$ cat src/design/spipf_pkg.sv
// spipf_pkg: constants for the spi protocol and failsafe block.
// assumes a 24-bit frame slave clocked by a fast device clock.
package spipf_pkg;
	// ---------------------------------------------------------------
	// frame format
	// ---------------------------------------------------------------
	localparam int          FRAME_BITS   = 24;
	localparam int          PAYLOAD_BITS = 8;
	localparam int          CNT_W        = 8;
	localparam logic [1:0]  OP_INFO      = 2'h3;
	localparam logic [5:0]  ADDR_TOP     = 6'h3F;
	// ---------------------------------------------------------------
	// device information map
	// ---------------------------------------------------------------
	localparam logic [5:0]  ADDR_MAKER   = 6'h00;
	localparam logic [5:0]  ADDR_FAMILY  = 6'h01;
	localparam logic [5:0]  ADDR_PART1   = 6'h02;
	localparam logic [5:0]  ADDR_PART8   = 6'h09;
	localparam logic [5:0]  ADDR_REV     = 6'h0A;
	localparam logic [5:0]  ADDR_IFDESC  = 6'h10;
	localparam logic [5:0]  ADDR_PHASE   = 6'h20;
	localparam logic [5:0]  ADDR_GSBOPT  = 6'h3E;
	localparam logic        BURST_CAP    = 1'b1;
	localparam logic [2:0]  LEN_CODE_24  = 3'h2;
	localparam logic [1:0]  CHK_PARITY   = 2'h1;
	localparam logic [7:0]  PHASE_PATTERN = 8'h55;
	// unused status bits 20 and 16 (byte bits 4 and 0)
	localparam logic [7:0]  GSB_UNUSED   = 8'h11;
	localparam int          GSB_ERR_BIT  = 5;
	localparam int          GSB_RST_BIT  = 6;
	localparam int          GSB_NOT_BIT  = 7;
	// ---------------------------------------------------------------
	// timing
	// ---------------------------------------------------------------
	localparam int          CS_TIMEOUT_CYC = 100000;
endpackage

$ cat src/design/spipf_slave.sv
// spipf_slave: spi slave frame engine with failsafe checks.
// assumes chip select, sck and sdi arrive from pins asynchronous to mclk;
// sck is sampled and its edges found with mclk (mode 0, msb first).
//
// What this block does
// - info read sends status byte, one payload byte, then bytes of the following addresses.
// - interface description packs burst flag, length code, zeros, check code.
// - length code 010 reported for 24-bit frames.
// - check code 01 reported for parity.
// - one odd parity bit: over the whole frame received, over the first 24 bits sent.
// - in burst, next address data loaded after each payload length.
// - burst address wraps after top; unmapped addresses read as zero.
// - burst read supported and flagged; burst bounded by chip select timeout.
// - wrong edge count discards frame and flags error next frame.
// - info reads accept 32 plus multiples of 16 edges.
// - zero edges is no error; burst adds whole payload lengths.
// - first edge falling or last edge rising discards and flags error.
// - phase test register always reads 01010101.
// - serial output driven only while chip select low.
// - chip select timeout aborts frame, tristates output, sets no flag.
// - all-zero frame with opcode 00 is stuck-low, rejected, flagged.
// - all-ones frame with opcode 11 is stuck-high, rejected, flagged.
// - changes of status_in bits 4 to 2 during a frame are kept and reported next frame; bits 1 and 0 are not reported.
// - payload loaded after status byte carries the newer app_rdata.
// - unused status bits forced zero; options register shows them as one.
// - application opcodes reach registers; unused addresses give no error.
// - protocol error flag clears after a valid frame.
// - every non-info output frame is 24 bits: status byte, app_rdata bits 15 to 1, then the parity bit.
`timescale 1ns/1ps
module spipf_slave
	import spipf_pkg::*;
#(
	parameter int unsigned CS_TIMEOUT = CS_TIMEOUT_CYC,
	parameter logic [7:0]  MAKER_ID   = 8'hA5, // arbitrary value
	parameter logic [7:0]  FAMILY_ID  = 8'h5A, // arbitrary value
	parameter logic [7:0]  PART_ID    = 8'h3C, // arbitrary value
	parameter logic [7:0]  REVISION   = 8'h10  // arbitrary value
) (
	input  wire logic        mclk,
	input  wire logic        reset_n,
	input  wire logic        chip_select_low_n,
	input  wire logic        sck,
	input  wire logic        sdi,
	output logic             sdo_o,
	output logic             sdo_oe,
	input  wire logic [4:0]  status_in,
	input  wire logic [15:0] app_rdata,
	output logic [5:0]       app_addr,
	output logic [1:0]       app_opcode,
	output logic [15:0]      app_wdata,
	output logic             app_valid,
	output logic             frame_error
);
	// ---------------------------------------------------------------
	// state
	// ---------------------------------------------------------------
	typedef struct packed {
		logic [2:0]  cs_s;
		logic [2:0]  sck_s;
		logic [1:0]  sdi_s;
		logic        active;
		logic        aborted;
		logic [31:0] tmr;
		logic [CNT_W-1:0] edges;
		logic        first_fall;
		logic        last_rise;
		logic [23:0] rx;
		logic [23:0] tx;
		logic        opar;
		logic        ipar;
		logic [5:0]  baddr;
		logic        info;
		logic        err;
		logic        rst_flag;
		logic [4:0]  sticky;
		logic        sdo;
		logic        oe;
		logic [5:0]  aaddr;
		logic [1:0]  aop;
		logic [15:0] awd;
		logic        avld;
		logic        ferr;
	} spipf_state_t;

	spipf_state_t s_q;
	spipf_state_t s_d;

	// ---------------------------------------------------------------
	// device information lookup
	// ---------------------------------------------------------------
	function automatic logic [7:0] info_byte(input logic [5:0] a);
		logic [7:0] v;
		v = 8'h00;
		if (a == ADDR_MAKER)
			v = MAKER_ID;
		else if (a == ADDR_FAMILY)
			v = FAMILY_ID;
		else if (a >= ADDR_PART1 && a <= ADDR_PART8)
			v = PART_ID;
		else if (a == ADDR_REV)
			v = REVISION;
		else if (a == ADDR_IFDESC)
			v = {BURST_CAP, LEN_CODE_24, 2'h0, CHK_PARITY};
		else if (a == ADDR_PHASE)
			v = PHASE_PATTERN;
		else if (a == ADDR_GSBOPT)
			v = GSB_UNUSED;
		return v;
	endfunction

	// ---------------------------------------------------------------
	// status byte
	// ---------------------------------------------------------------
	function automatic logic [7:0] gsb(input spipf_state_t s);
		logic [7:0] g;
		g = 8'h00;
		g[GSB_RST_BIT] = s.rst_flag;
		g[GSB_ERR_BIT] = s.err;
		g[3:1]         = s.sticky[4:2];
		g              = g & ~GSB_UNUSED;
		g[GSB_NOT_BIT] = ~|g[6:0];
		return g;
	endfunction

	// ---------------------------------------------------------------
	// frame checks
	// ---------------------------------------------------------------
	function automatic logic count_ok(input logic info, input logic [CNT_W-1:0] e);
		logic ok;
		ok = 1'b0;
		if (info)
			ok = e >= CNT_W'(32) && e[3:0] == 4'h0;
		else
			ok = e == CNT_W'(2 * FRAME_BITS);
		return ok;
	endfunction

	function automatic logic stuck_frame(input logic [23:0] f);
		logic lo;
		logic hi;
		lo = f == 24'h000000;
		hi = f[23:1] == {OP_INFO, ADDR_TOP, 15'h7FFF};
		return lo || hi;
	endfunction

	function automatic logic [5:0] next_addr(input logic [5:0] a);
		logic [5:0] n;
		n = a + 6'd1;
		if (a == ADDR_TOP)
			n = 6'h00;
		return n;
	endfunction

	function automatic logic [23:0] payload_load(input spipf_state_t s, input logic [15:0] rd);
		logic [23:0] t;
		t = 24'h000000;
		if (s.info)
			t = {info_byte(s.baddr), 16'h0000};
		else
			t = {rd, 8'h00};
		return t;
	endfunction

	function automatic logic frame_bad(input spipf_state_t s);
		logic bad;
		bad = 1'b0;
		if (!count_ok(s.info, s.edges))
			bad = 1'b1;
		if (s.first_fall || s.last_rise)
			bad = 1'b1;
		if (stuck_frame(s.rx))
			bad = 1'b1;
		if (!s.ipar)
			bad = 1'b1;
		return bad;
	endfunction

	// ---------------------------------------------------------------
	// state steps
	// ---------------------------------------------------------------
	function automatic spipf_state_t on_start(input spipf_state_t q, input spipf_state_t d, input logic [4:0] st);
		spipf_state_t n;
		logic [7:0]   g;
		n = d;
		g = gsb(q);
		n.active     = 1'b1;
		n.tmr        = '0;
		n.edges      = '0;
		n.first_fall = 1'b0;
		n.last_rise  = 1'b0;
		n.info       = 1'b0;
		n.ipar       = 1'b0;
		n.tx         = {g, 16'h0000};
		n.sdo        = g[GSB_NOT_BIT];
		n.opar       = g[GSB_NOT_BIT];
		n.oe         = 1'b1;
		n.sticky     = st;
		return n;
	endfunction

	function automatic spipf_state_t on_abort(input spipf_state_t d);
		spipf_state_t n;
		n = d;
		n.active  = 1'b0;
		n.aborted = 1'b1;
		n.oe      = 1'b0;
		return n;
	endfunction

	function automatic spipf_state_t on_rise(input spipf_state_t q, input spipf_state_t d);
		spipf_state_t n;
		n = d;
		n.edges     = q.edges + 1'b1;
		n.last_rise = 1'b1;
		if (q.edges < CNT_W'(2 * FRAME_BITS))
			n.rx = {q.rx[22:0], q.sdi_s[1]};
		n.ipar = q.ipar ^ q.sdi_s[1];
		if (q.edges == CNT_W'(14) && q.rx[6:5] == OP_INFO) begin
			n.info  = 1'b1;
			n.baddr = {q.rx[4:0], q.sdi_s[1]};
		end
		return n;
	endfunction

	function automatic spipf_state_t on_fall(input spipf_state_t q, input spipf_state_t d, input logic [15:0] rd);
		spipf_state_t n;
		n = d;
		if (q.edges == '0)
			n.first_fall = 1'b1;
		n.last_rise = 1'b0;
		n.edges     = q.edges + 1'b1;
		if (q.edges == CNT_W'(15)) begin
			n.tx = payload_load(q, rd);
		end else if (q.info && q.edges > CNT_W'(15) && q.edges[3:0] == 4'hF) begin
			n.baddr = next_addr(q.baddr);
			n.tx    = {info_byte(next_addr(q.baddr)), 16'h0000};
		end else begin
			n.tx = {q.tx[22:0], 1'b0};
		end
		n.sdo = n.tx[23];
		if (q.edges == CNT_W'(45))
			n.sdo = ~q.opar;
		else if (q.edges < CNT_W'(45))
			n.opar = q.opar ^ n.tx[23];
		return n;
	endfunction

	function automatic spipf_state_t on_accept(input spipf_state_t q, input spipf_state_t d);
		spipf_state_t n;
		n = d;
		n.err      = 1'b0;
		n.rst_flag = 1'b0;
		if (!q.info) begin
			n.aaddr = q.rx[21:16];
			n.aop   = q.rx[23:22];
			n.awd   = {q.rx[15:1], 1'b0};
			n.avld  = 1'b1;
		end
		return n;
	endfunction

	// ---------------------------------------------------------------
	// next state
	// ---------------------------------------------------------------
	always_comb begin
		logic cs_low;
		logic rise;
		logic fall;
		cs_low = 1'b0;
		rise   = 1'b0;
		fall   = 1'b0;
		// -----------------------------------------------------------
		// input sampling
		// -----------------------------------------------------------
		s_d        = s_q;
		s_d.cs_s   = {s_q.cs_s[1:0], chip_select_low_n};
		s_d.sck_s  = {s_q.sck_s[1:0], sck};
		s_d.sdi_s  = {s_q.sdi_s[0], sdi};
		s_d.avld   = 1'b0;
		s_d.ferr   = 1'b0;
		s_d.sticky = s_q.sticky | status_in;
		cs_low     = ~s_q.cs_s[2];
		rise       = s_q.sck_s[2:1] == 2'b01;
		fall       = s_q.sck_s[2:1] == 2'b10;
		// -----------------------------------------------------------
		// frame sequencing
		// -----------------------------------------------------------
		if (cs_low && !s_q.active && !s_q.aborted) begin
			s_d = on_start(s_q, s_d, status_in);
		end else if (s_q.active && cs_low) begin
			s_d.tmr = s_q.tmr + 32'd1;
			if (s_q.tmr >= CS_TIMEOUT - 1) begin
				s_d = on_abort(s_d);
			end else if (rise) begin
				s_d = on_rise(s_q, s_d);
			end else if (fall) begin
				s_d = on_fall(s_q, s_d, app_rdata);
			end
		end else if (!cs_low) begin
			s_d.aborted = 1'b0;
			s_d.oe      = 1'b0;
			if (s_q.active) begin
				s_d.active = 1'b0;
				if (s_q.edges == '0) begin
					s_d.err = s_q.err; // idle select
				end else if (frame_bad(s_q)) begin
					s_d.err  = 1'b1;
					s_d.ferr = 1'b1;
				end else begin
					s_d = on_accept(s_q, s_d);
				end
			end
		end
	end

	// ---------------------------------------------------------------
	// registers
	// ---------------------------------------------------------------
	always_ff @(posedge mclk or negedge reset_n) begin
		if (!reset_n) begin
			s_q          <= '0;
			s_q.cs_s     <= 3'h7;
			s_q.rst_flag <= 1'b1;
		end else begin
			s_q <= s_d;
		end
	end

	// ---------------------------------------------------------------
	// outputs
	// ---------------------------------------------------------------
	assign sdo_o       = s_q.sdo;
	assign sdo_oe      = s_q.oe;
	assign app_addr    = s_q.aaddr;
	assign app_opcode  = s_q.aop;
	assign app_wdata   = s_q.awd;
	assign app_valid   = s_q.avld;
	assign frame_error = s_q.ferr;
endmodule

$ cat config.mk
export PLATFORM = sky130hd
export DESIGN_NAME = spipf_slave
export DESIGN_NICKNAME = d
export VERILOG_FILES = /design/src/design/spipf_pkg.sv /design/src/design/spipf_slave.sv
export SDC_FILE = /design/constraint.sdc
export NUM_CORES = 1
export LEC_CHECK = 0
export BUFFER_PORTS_ARGS = -buffer_cell sky130_fd_sc_hd__buf_2
export CORE_MARGIN = 2
export CORE_UTILIZATION = 60
export CTS_BUF_LIST = sky130_fd_sc_hd__clkbuf_4 sky130_fd_sc_hd__clkbuf_8
export DETAILED_ROUTE_END_ITERATION = 16
export GPL_TIMING_DRIVEN = 0
export PLACE_DENSITY_LB_ADDON = 0.05
export SETUP_SLACK_MARGIN = 0.02
export SLEW_MARGIN = 20
export SYNTH_ARGS = -nofsm -noshare
export SYNTH_HDL_FRONTEND = slang
export SYNTH_SLANG_ARGS = --single-unit
$ cat constraint.sdc
create_clock -name mclk -period 3 [get_ports mclk]
set_input_delay 0.15 -clock mclk [delete_from_list [all_inputs] [get_ports mclk]]
set_output_delay 0.15 -clock mclk [all_outputs]
set_load 0.03 [all_outputs]
==> results of run 1 <==
[worst paths after layout]
kind                       cells after the start                   to
setup / recovery                               6  s_q[64]$_DFFE_PN0P_
hold / removal                                 3  s_q[62]$_DFFE_PN0P_
setup reg to reg                               6  s_q[64]$_DFFE_PN0P_
hold reg to reg                                0   s_q[143]$_DFF_PN1_
max in group asynchronous                      3   s_q[142]$_DFF_PN1_
min in group asynchronous                      2  s_q[70]$_DFFE_PN0P_
[kinds of logic (layout without fill, tap and decap cells)]
| kind of cell | count (synthesis) | count (layout) | share of synthesized area, % |
|---|---|---|---|
| simple gates | 288 | 288 | 20.3 |
| compound gates | 164 | 164 | 14.9 |
| flops | 138 | 138 | 46.4 |
| buf+inv | 108 | 200 | 7.10 |
| mux | 61 | 61 | 8.65 |
| fa+ha+maj | 13 | 13 | 2.18 |
| xor+xnor | 3 | 3 | 0.353 |
| other cells | 1 | 1 | 0.0503 |
[cell usage in the layout, fill, tap and decap left out, types with 5 or more instances in the layout]
| cell | count |
|---|---|
| dfrtp_1 | 133 |
| buf_2 | 55 |
| mux2_2 | 27 |
| mux2i_1 | 34 |
| o21ai_0 | 45 |
| buf_4 | 29 |
| a31oi_1 | 6 |
| or4_1 | 7 |
| dlygate4sd3_1 | 8 |
| nor2_1 | 31 |
| nand2_1 | 95 |
| clkbuf_8 | 19 |
| and3_1 | 15 |
| nor3_1 | 18 |
| nand3b_1 | 5 |
| nand4_1 | 15 |
| clkbuf_1 | 25 |
| o211ai_1 | 16 |
| o31ai_1 | 15 |
| ha_1 | 12 |
| nor4_1 | 13 |
| a21oi_1 | 31 |
| nand3_1 | 45 |
| and4_1 | 5 |
| nand2b_1 | 5 |
| and2_1 | 9 |
| inv_1 | 43 |
[power groups by stage]
stage	Clock [mW]	Combinational [mW]	Sequential (mW)
floorplan	0	0.256	2.07
global placement	0	0.394	2.09
detailed placement	0	0.408	2.09
CTS	1.53	0.418	2.05
global route	1.61	0.471	2.07
finish	1.50	0.423	2.06
[sequential cells by signal (all words and copies together), names as in the netlist]
signal and count:
s_q 112, app_wdata 15, app_addr 6, app_opcode 2, app_valid 1, frame_error 1, sdo_o 1
[final cells by class]
cell class / instances / area (um2)
buffer: 64 / 364
sequential: 138 / 3460
tap: 168 / 210
clock buffer: 21 / 277
multi-input combinational: 530 / 3470
clock inverter: 11 / 123
inverter: 43 / 161
fill: 938 / 3610
timing repair buffer: 61 / 383
[repair_timing]
item,in CTS,in global routing
resized for setup,2,2
pin swaps,0,1
setup buffers,0,2
hold endpoints to repair,61,0
hold buffers,8,0
endpoints found under the setup margin,3,21
[routing by layer]
layer	up-vias	GRT usage, %	part of all wire (%)
li1	2943	-	-
met1	3026	38.0	46
met2	182	43.7	47
met3	30	6.12	5.2
met4	0	10.8	1.9
met5	-	0	0
[through the flow]
stage | util [%] | cells | setup WS (ps) | cell area [um2] | hold slack, ps
after detailed placement | 65.9 | 995 | -228 | 7950 | 94.5
after CTS | 69.9 | 1035 | 102 | 8430 | 53.5
after global placement | 65.6 | 994 | -136 | 7910 | 257
after floorplan | - | 776 | 528 | 7450 | -146
final | 70.0 | 1036 | 188 | 8450 | 80.7
after global routing | 70.0 | 1036 | 34.7 | 8450 | 96.0
[synth_stat cells (all sizes together) (6+ instances only)]
cell type,instances,share of area [%]
dfrtp,134,45
nand2,95,4.8
nand3,46,3.2
o21ai,45,3.0
inv,43,2.2
buf,39,3.6
mux2i,34,4.6
a21oi,31,2.1
nor2,31,1.6
mux2,27,4.1
clkbuf,26,1.3
nor3,18,1.2
and3,17,1.5
nand4,17,1.7
nor4,16,1.7
o211ai,16,1.6
o31ai,15,1.5
ha,13,2.2
and2,9,0.76
or4,7,0.71
a31oi,6,0.50
and4,6,0.72
[worst register-to-register path: cells and delay by family (launching register included)]
| family | cells | cell delay, ps |
|---|---|---|
| DFF | 1 | 380 |
| and+or+nand+nor | 3 | 1250 |
| AOI/OAI and AO/OA | 2 | 820 |
| buffers and inverters | 1 | 250 |
==> flow_metrics.tcl, run 1 <==
set metrics [dict create \
    core.rowCount 40 \
    path_max_fanout 10 \
    drt-initial-drc-count 581 \
    crit_family "simple AND/OR/NAND/NOR gates" \
    r2r-start "s_q[99]$_DFFE_PN0P_" \
    async_reset_ff_share_pct 100 \
    cpPeakStageDelay_ps 760 \
    finalWeightedCongestion 0.964 \
    cap_violations 0 \
    nets 894 \
    drt_wl_total_um 17600 \
    tns_ps 0 \
    status "completed" \
    cp.arrival_ps 3160 \
    yosys_warnings 0 \
    grt_max_degree 85 \
    vias_per_cell 5.97 \
    cts_buffer_depth 2 \
    switching_share_pct 26.8 \
    dp_hpwl_um 12600 \
    crit_path_start "s_q[99]$_DFFE_PN0P_" \
    die-area_um2 13300 \
    fmax_ghz 0.356 \
    regToRegSetupSlack_ps 190 \
    fin_crit_sh_pct 93.7 \
    drc_errors 0 \
    avgRoutedWirePerCell_um 17.0 \
    postRouteAntennaNets 0 \
    cts-root-buf "clkbuf_8" \
    dieHeight_um 115 \
    crit_buf_inv 1 \
    syn-num-nets 815 \
    grtUsageTotal_pct 27.8 \
    ys_seq_area_share_pct 46.4 \
    hp-class "in -> reg" \
    crit_chain "clkbuf_1 > nor4_2 > nand2_1 > o32ai_1 > nor3_1 > a211o_1" \
    slew_violations 0 \
    synth_area_um2 7450 \
    cts_tree "yes" \
    startpoint_type "register" \
    path_clk_slew_ps 80 \
    layout-drive-gt1-share_pct 19.9 \
    die_w_um 115 \
    ios 54 \
    setup_violations 0 \
    power_frac_clock_pct 37.7 \
    leakagePower_nw 3.98 \
    synth.distinct_cells 76 \
    min_period_ps 2810 \
    numPortBuffers 50 \
    grt_pass1_vias 6012 \
    overflow 0 \
    ir_drop_mv 0.509 \
    synth_edf_count 0 \
    syn_avg_cell_area_um2 9.60 \
    htreeDepth 4 \
    hold_violations 0 \
    num_vias 6181 \
    core_area_um2 12100 \
    crit_path_top_delay_cell "nor4_2" \
    cts_num_sinks 138 \
    clock_latency_ps 460 \
    ys_seq_elements 138 \
    p_int_mw 2.91 \
    critical_path_class "reg -> reg" \
    synthFlopType "dfrtp_1" \
    start_util_pct 61.8 \
    fin_worst_skew_ps 13.7 \
    antenna_found_initial 0 \
    synth_cells 776 \
    cts-buffers-inserted 17 \
    rsz0062_at_grt "false" \
    min_from "app_rdata[10]" \
    p_switching_mw 1.06 \
    first_pass_iters 5 \
    syn2layout_area_growth_pct 13.4 \
    required_ps 3340 \
    combPwrFrac_pct 10.6 \
    total_power_mw 3.98 \
    diodes 0 \
    tightest_slew_ps 839 \
    p_seq_share_pct 51.7 \
    worstSetupEndpointType "register" \
    powerDensity_nw_per_um2 471 \
    grt_pass1_wl_um 29100 \
    slew_headroom_pct 43.6 \
]
Note: power is estimated with default switching activity, not from simulation.
==> run 2: changes to the inputs <==
--- a/config.mk
+++ b/config.mk
@@ -5,6 +5,7 @@
 export SDC_FILE = /design/constraint.sdc
 export NUM_CORES = 1
 export LEC_CHECK = 0
+export ABC_AREA = 1
 export BUFFER_PORTS_ARGS = -buffer_cell sky130_fd_sc_hd__buf_2
 export CORE_MARGIN = 2
 export CORE_UTILIZATION = 60
==> run 2 against run 1 <==
  * First-iteration DRC count shrank 19%
  * Synthesized cell count grew 23%
  * Clock skew is essentially flat
==> flow_metrics.tcl, run 2 <==
set metrics [dict create \
    finalWeightedCongestion 0.947 \
    nets 1067 \
    min_from "app_rdata[10]" \
    cts-root-buf "clkbuf_8" \
    r2r-start "s_q[94]$_DFFE_PN0P_" \
    dp_cells 1174 \
    powerDensity_nw_per_um2 526 \
    setup_violations 0 \
    antenna_found_initial 0 \
    drc_errors 0 \
    clock_latency_ps 470 \
    diodes 0 \
    grt_pass1_wl_um 28400 \
    grt_most_used_layer "met2" \
    use_met2_pct 40.9 \
    grt_max_degree 91 \
    startpoint_type "register" \
    regToRegSetupSlack_ps 670 \
    htreeDepth 4 \
    dieHeight_um 117 \
    overflow 0 \
    ios 54 \
    critical_path_class "reg -> reg" \
    cts_tree "yes" \
    rsz0062_at_grt "false" \
    async_reset_ff_share_pct 100 \
    drt_wl_total_um 17300 \
    synth_top_cell_area_share_pct 43.6 \
    synth_edf_count 0 \
    reg2reg_to "app_addr[1]$_DFFE_PN0P_" \
    dpl_cell_area_um2 8190 \
    path_clk_slew_ps 70 \
    synth.distinct_cells 53 \
    cts_num_sinks 138 \
    ir_drop_mv 0.370 \
    total_power_mw 4.58 \
    syn2layout_area_growth_pct 13.2 \
    use_met3_pct 6.39 \
    fmax_ghz 0.430 \
    numPortBuffers 50 \
    core.rowCount 41 \
    num_vias 6516 \
    required_ps 3340 \
    cp.arrival_ps 2660 \
    ys_seq_elements 138 \
    fin_worst_skew_ps 13.8 \
    status "completed" \
    synth_area_um2 7690 \
    ctsHoldBuffers 7 \
    mostFrequentLayoutCells "nand2_1 (259), dfrtp_1 (134), inv_1 (93)" \
    grtUsageTotal_pct 26.9 \
    ff2ff_path_depth 13 \
    vias_per_cell 5.37 \
    fin_crit_sh_pct 77.5 \
    cap_violations 0 \
    die_w_um 117 \
    netlist_top_cells_area "dfrtp_1 (44%), nand2_1 (13%), inv_1 (4.5%), o21ai_2 (4.1%), nand3_1 (4.0%)" \
    hold_violations 0 \
    core_area_um2 12600 \
    slew_violations 0 \
    yosysMostFrequentCell "nand2_1" \
    synth_cells 951 \
    syn-num-nets 990 \
    worstSetupEndpointType "register" \
    die-area_um2 13700 \
    first_pass_iters 5 \
    cts_resized 0 \
    final_area_um2 8700 \
    hp-class "in -> reg" \
    top_register "s_q" \
    syn_avg_cell_area_um2 8.08 \
    postLayoutCoreUtil_pct 69.3 \
    leakagePower_nw 4.31 \
    layout-drive-gt1-share_pct 21.2 \
    hold_depth 5 \
    grt_pass1_vias 5903 \
    synthTopCellsByCount "nand2_1 (259), dfrtp_1 (134), inv_1 (93)" \
    yosys_warnings 0 \
    tightest_slew_ps 749 \
    drt-initial-drc-count 468 \
    whs_ps 28.9 \
    path_max_fanout 10 \
    hold-path-endpoint "s_q[62]$_DFFE_PN0P_" \
    avgRoutedWirePerCell_um 14.2 \
    cts_buffer_depth 2 \
    grt_use_met1_pct 38.4 \
    start_util_pct 61.2 \
    cts_setup_buffers 0 \
    final_cell_count_no_fill 1213 \
    cts-buffers-inserted 17 \
    dp_hpwl_um 12500 \
    synthFlopType "dfrtp_1" \
    postRouteAntennaNets 0 \
    min_period_ps 2330 \
    slew_headroom_pct 50.1 \
    yosysTopAreaCell "dfrtp_1" \
    ys_seq_area_share_pct 45.0 \
    largest_register_ffs 112 \
    mostFrequentLayoutCell "nand2_1" \
]
-- run 2: changes by cell type after synthesis, sizes merged, moves of 12 or more --
| cell | change |
|---|---|
| nand2 | +174 |
| o31ai | -13 |
| o211ai | -12 |
| and3 | -17 |
| nand3 | +19 |
| o21ai | +63 |
| mux2i | -33 |
| inv | +63 |
| clkbuf | -17 |
| nor2 | +42 |
| mux2 | -27 |
-- run 2: how the worst max path moves through the flow --
stage,startpoint,endpoint,slack [ps],depth (start not counted)
floorplan,s_q[102]$_DFFE_PN0P_,s_q[37]$_DFFE_PN0P_,1100,14
global placement,reset_n,s_q[51]$_DFFE_PN0P_,-140,1
detailed placement,s_q[94]$_DFFE_PN0P_,app_addr[1]$_DFFE_PN0P_,690,13
CTS,s_q[94]$_DFFE_PN0P_,app_addr[1]$_DFFE_PN0P_,680,13
global route,s_q[94]$_DFFE_PN0P_,app_addr[1]$_DFFE_PN0P_,430,13
finish,s_q[94]$_DFFE_PN0P_,app_addr[1]$_DFFE_PN0P_,670,13
-- run 2: routing by layer --
layer / up-vias / wire length (um)
met5: - / 0
met4: 0 / 387
met3: 44 / 927
met2: 187 / 7740
met1: 3018 / 8230
li1: 3267 / -
-- run 2: area by class of cell --
cell class | instances | area (um2)
clock inverters | 11 | 168
inverters | 108 | 405
flip-flops and latches | 138 | 3460
well taps | 172 | 215
multi-input cells | 654 | 3460
repair buffers | 58 | 358
clock buffers | 21 | 277
plain buffers | 51 | 363
fillers | 1084 | 3860
-- run 2: report_power, final --
group          switching, mW  internal (mW)  total [mW]
registers              0.150           2.01        2.16
clock network          0.737          0.967        1.70
logic                  0.462          0.251       0.714
-- run 2: worst max-delay path: stages, from the launching register on --
cell     delay [ps]
dfrtp_1         440
inv_1           120
ha_1            210
inv_1            50
nor3_1          210
nand3_1         100
nor2_1          170
nand3_1         130
nor2_1          160
nand2_1         130
buf_4           200
buf_4           170
nand2_1          60
o21ai_1          60
-- run 2: cells by family (layout without fill, tap and decap cells) --
logic type	after synthesis	after routing	share of synthesized area [%]
compound gates	174	174	14.5
xor+xnor	2	2	0.228
fa+ha+maj	13	13	2.12
buf+inv	159	249	9.99
flops	138	138	45.0
mux	1	1	0.130
other cells	1	1	0.0488
simple gates	463	463	28.0
-- run 2: per-stage QoR --
step,TNS [ps],setup WS [ps]
global placement,-17050,-136
finish,0,674
floorplan,0,1100
CTS,0,677
detailed placement,0,688
global route,0,429
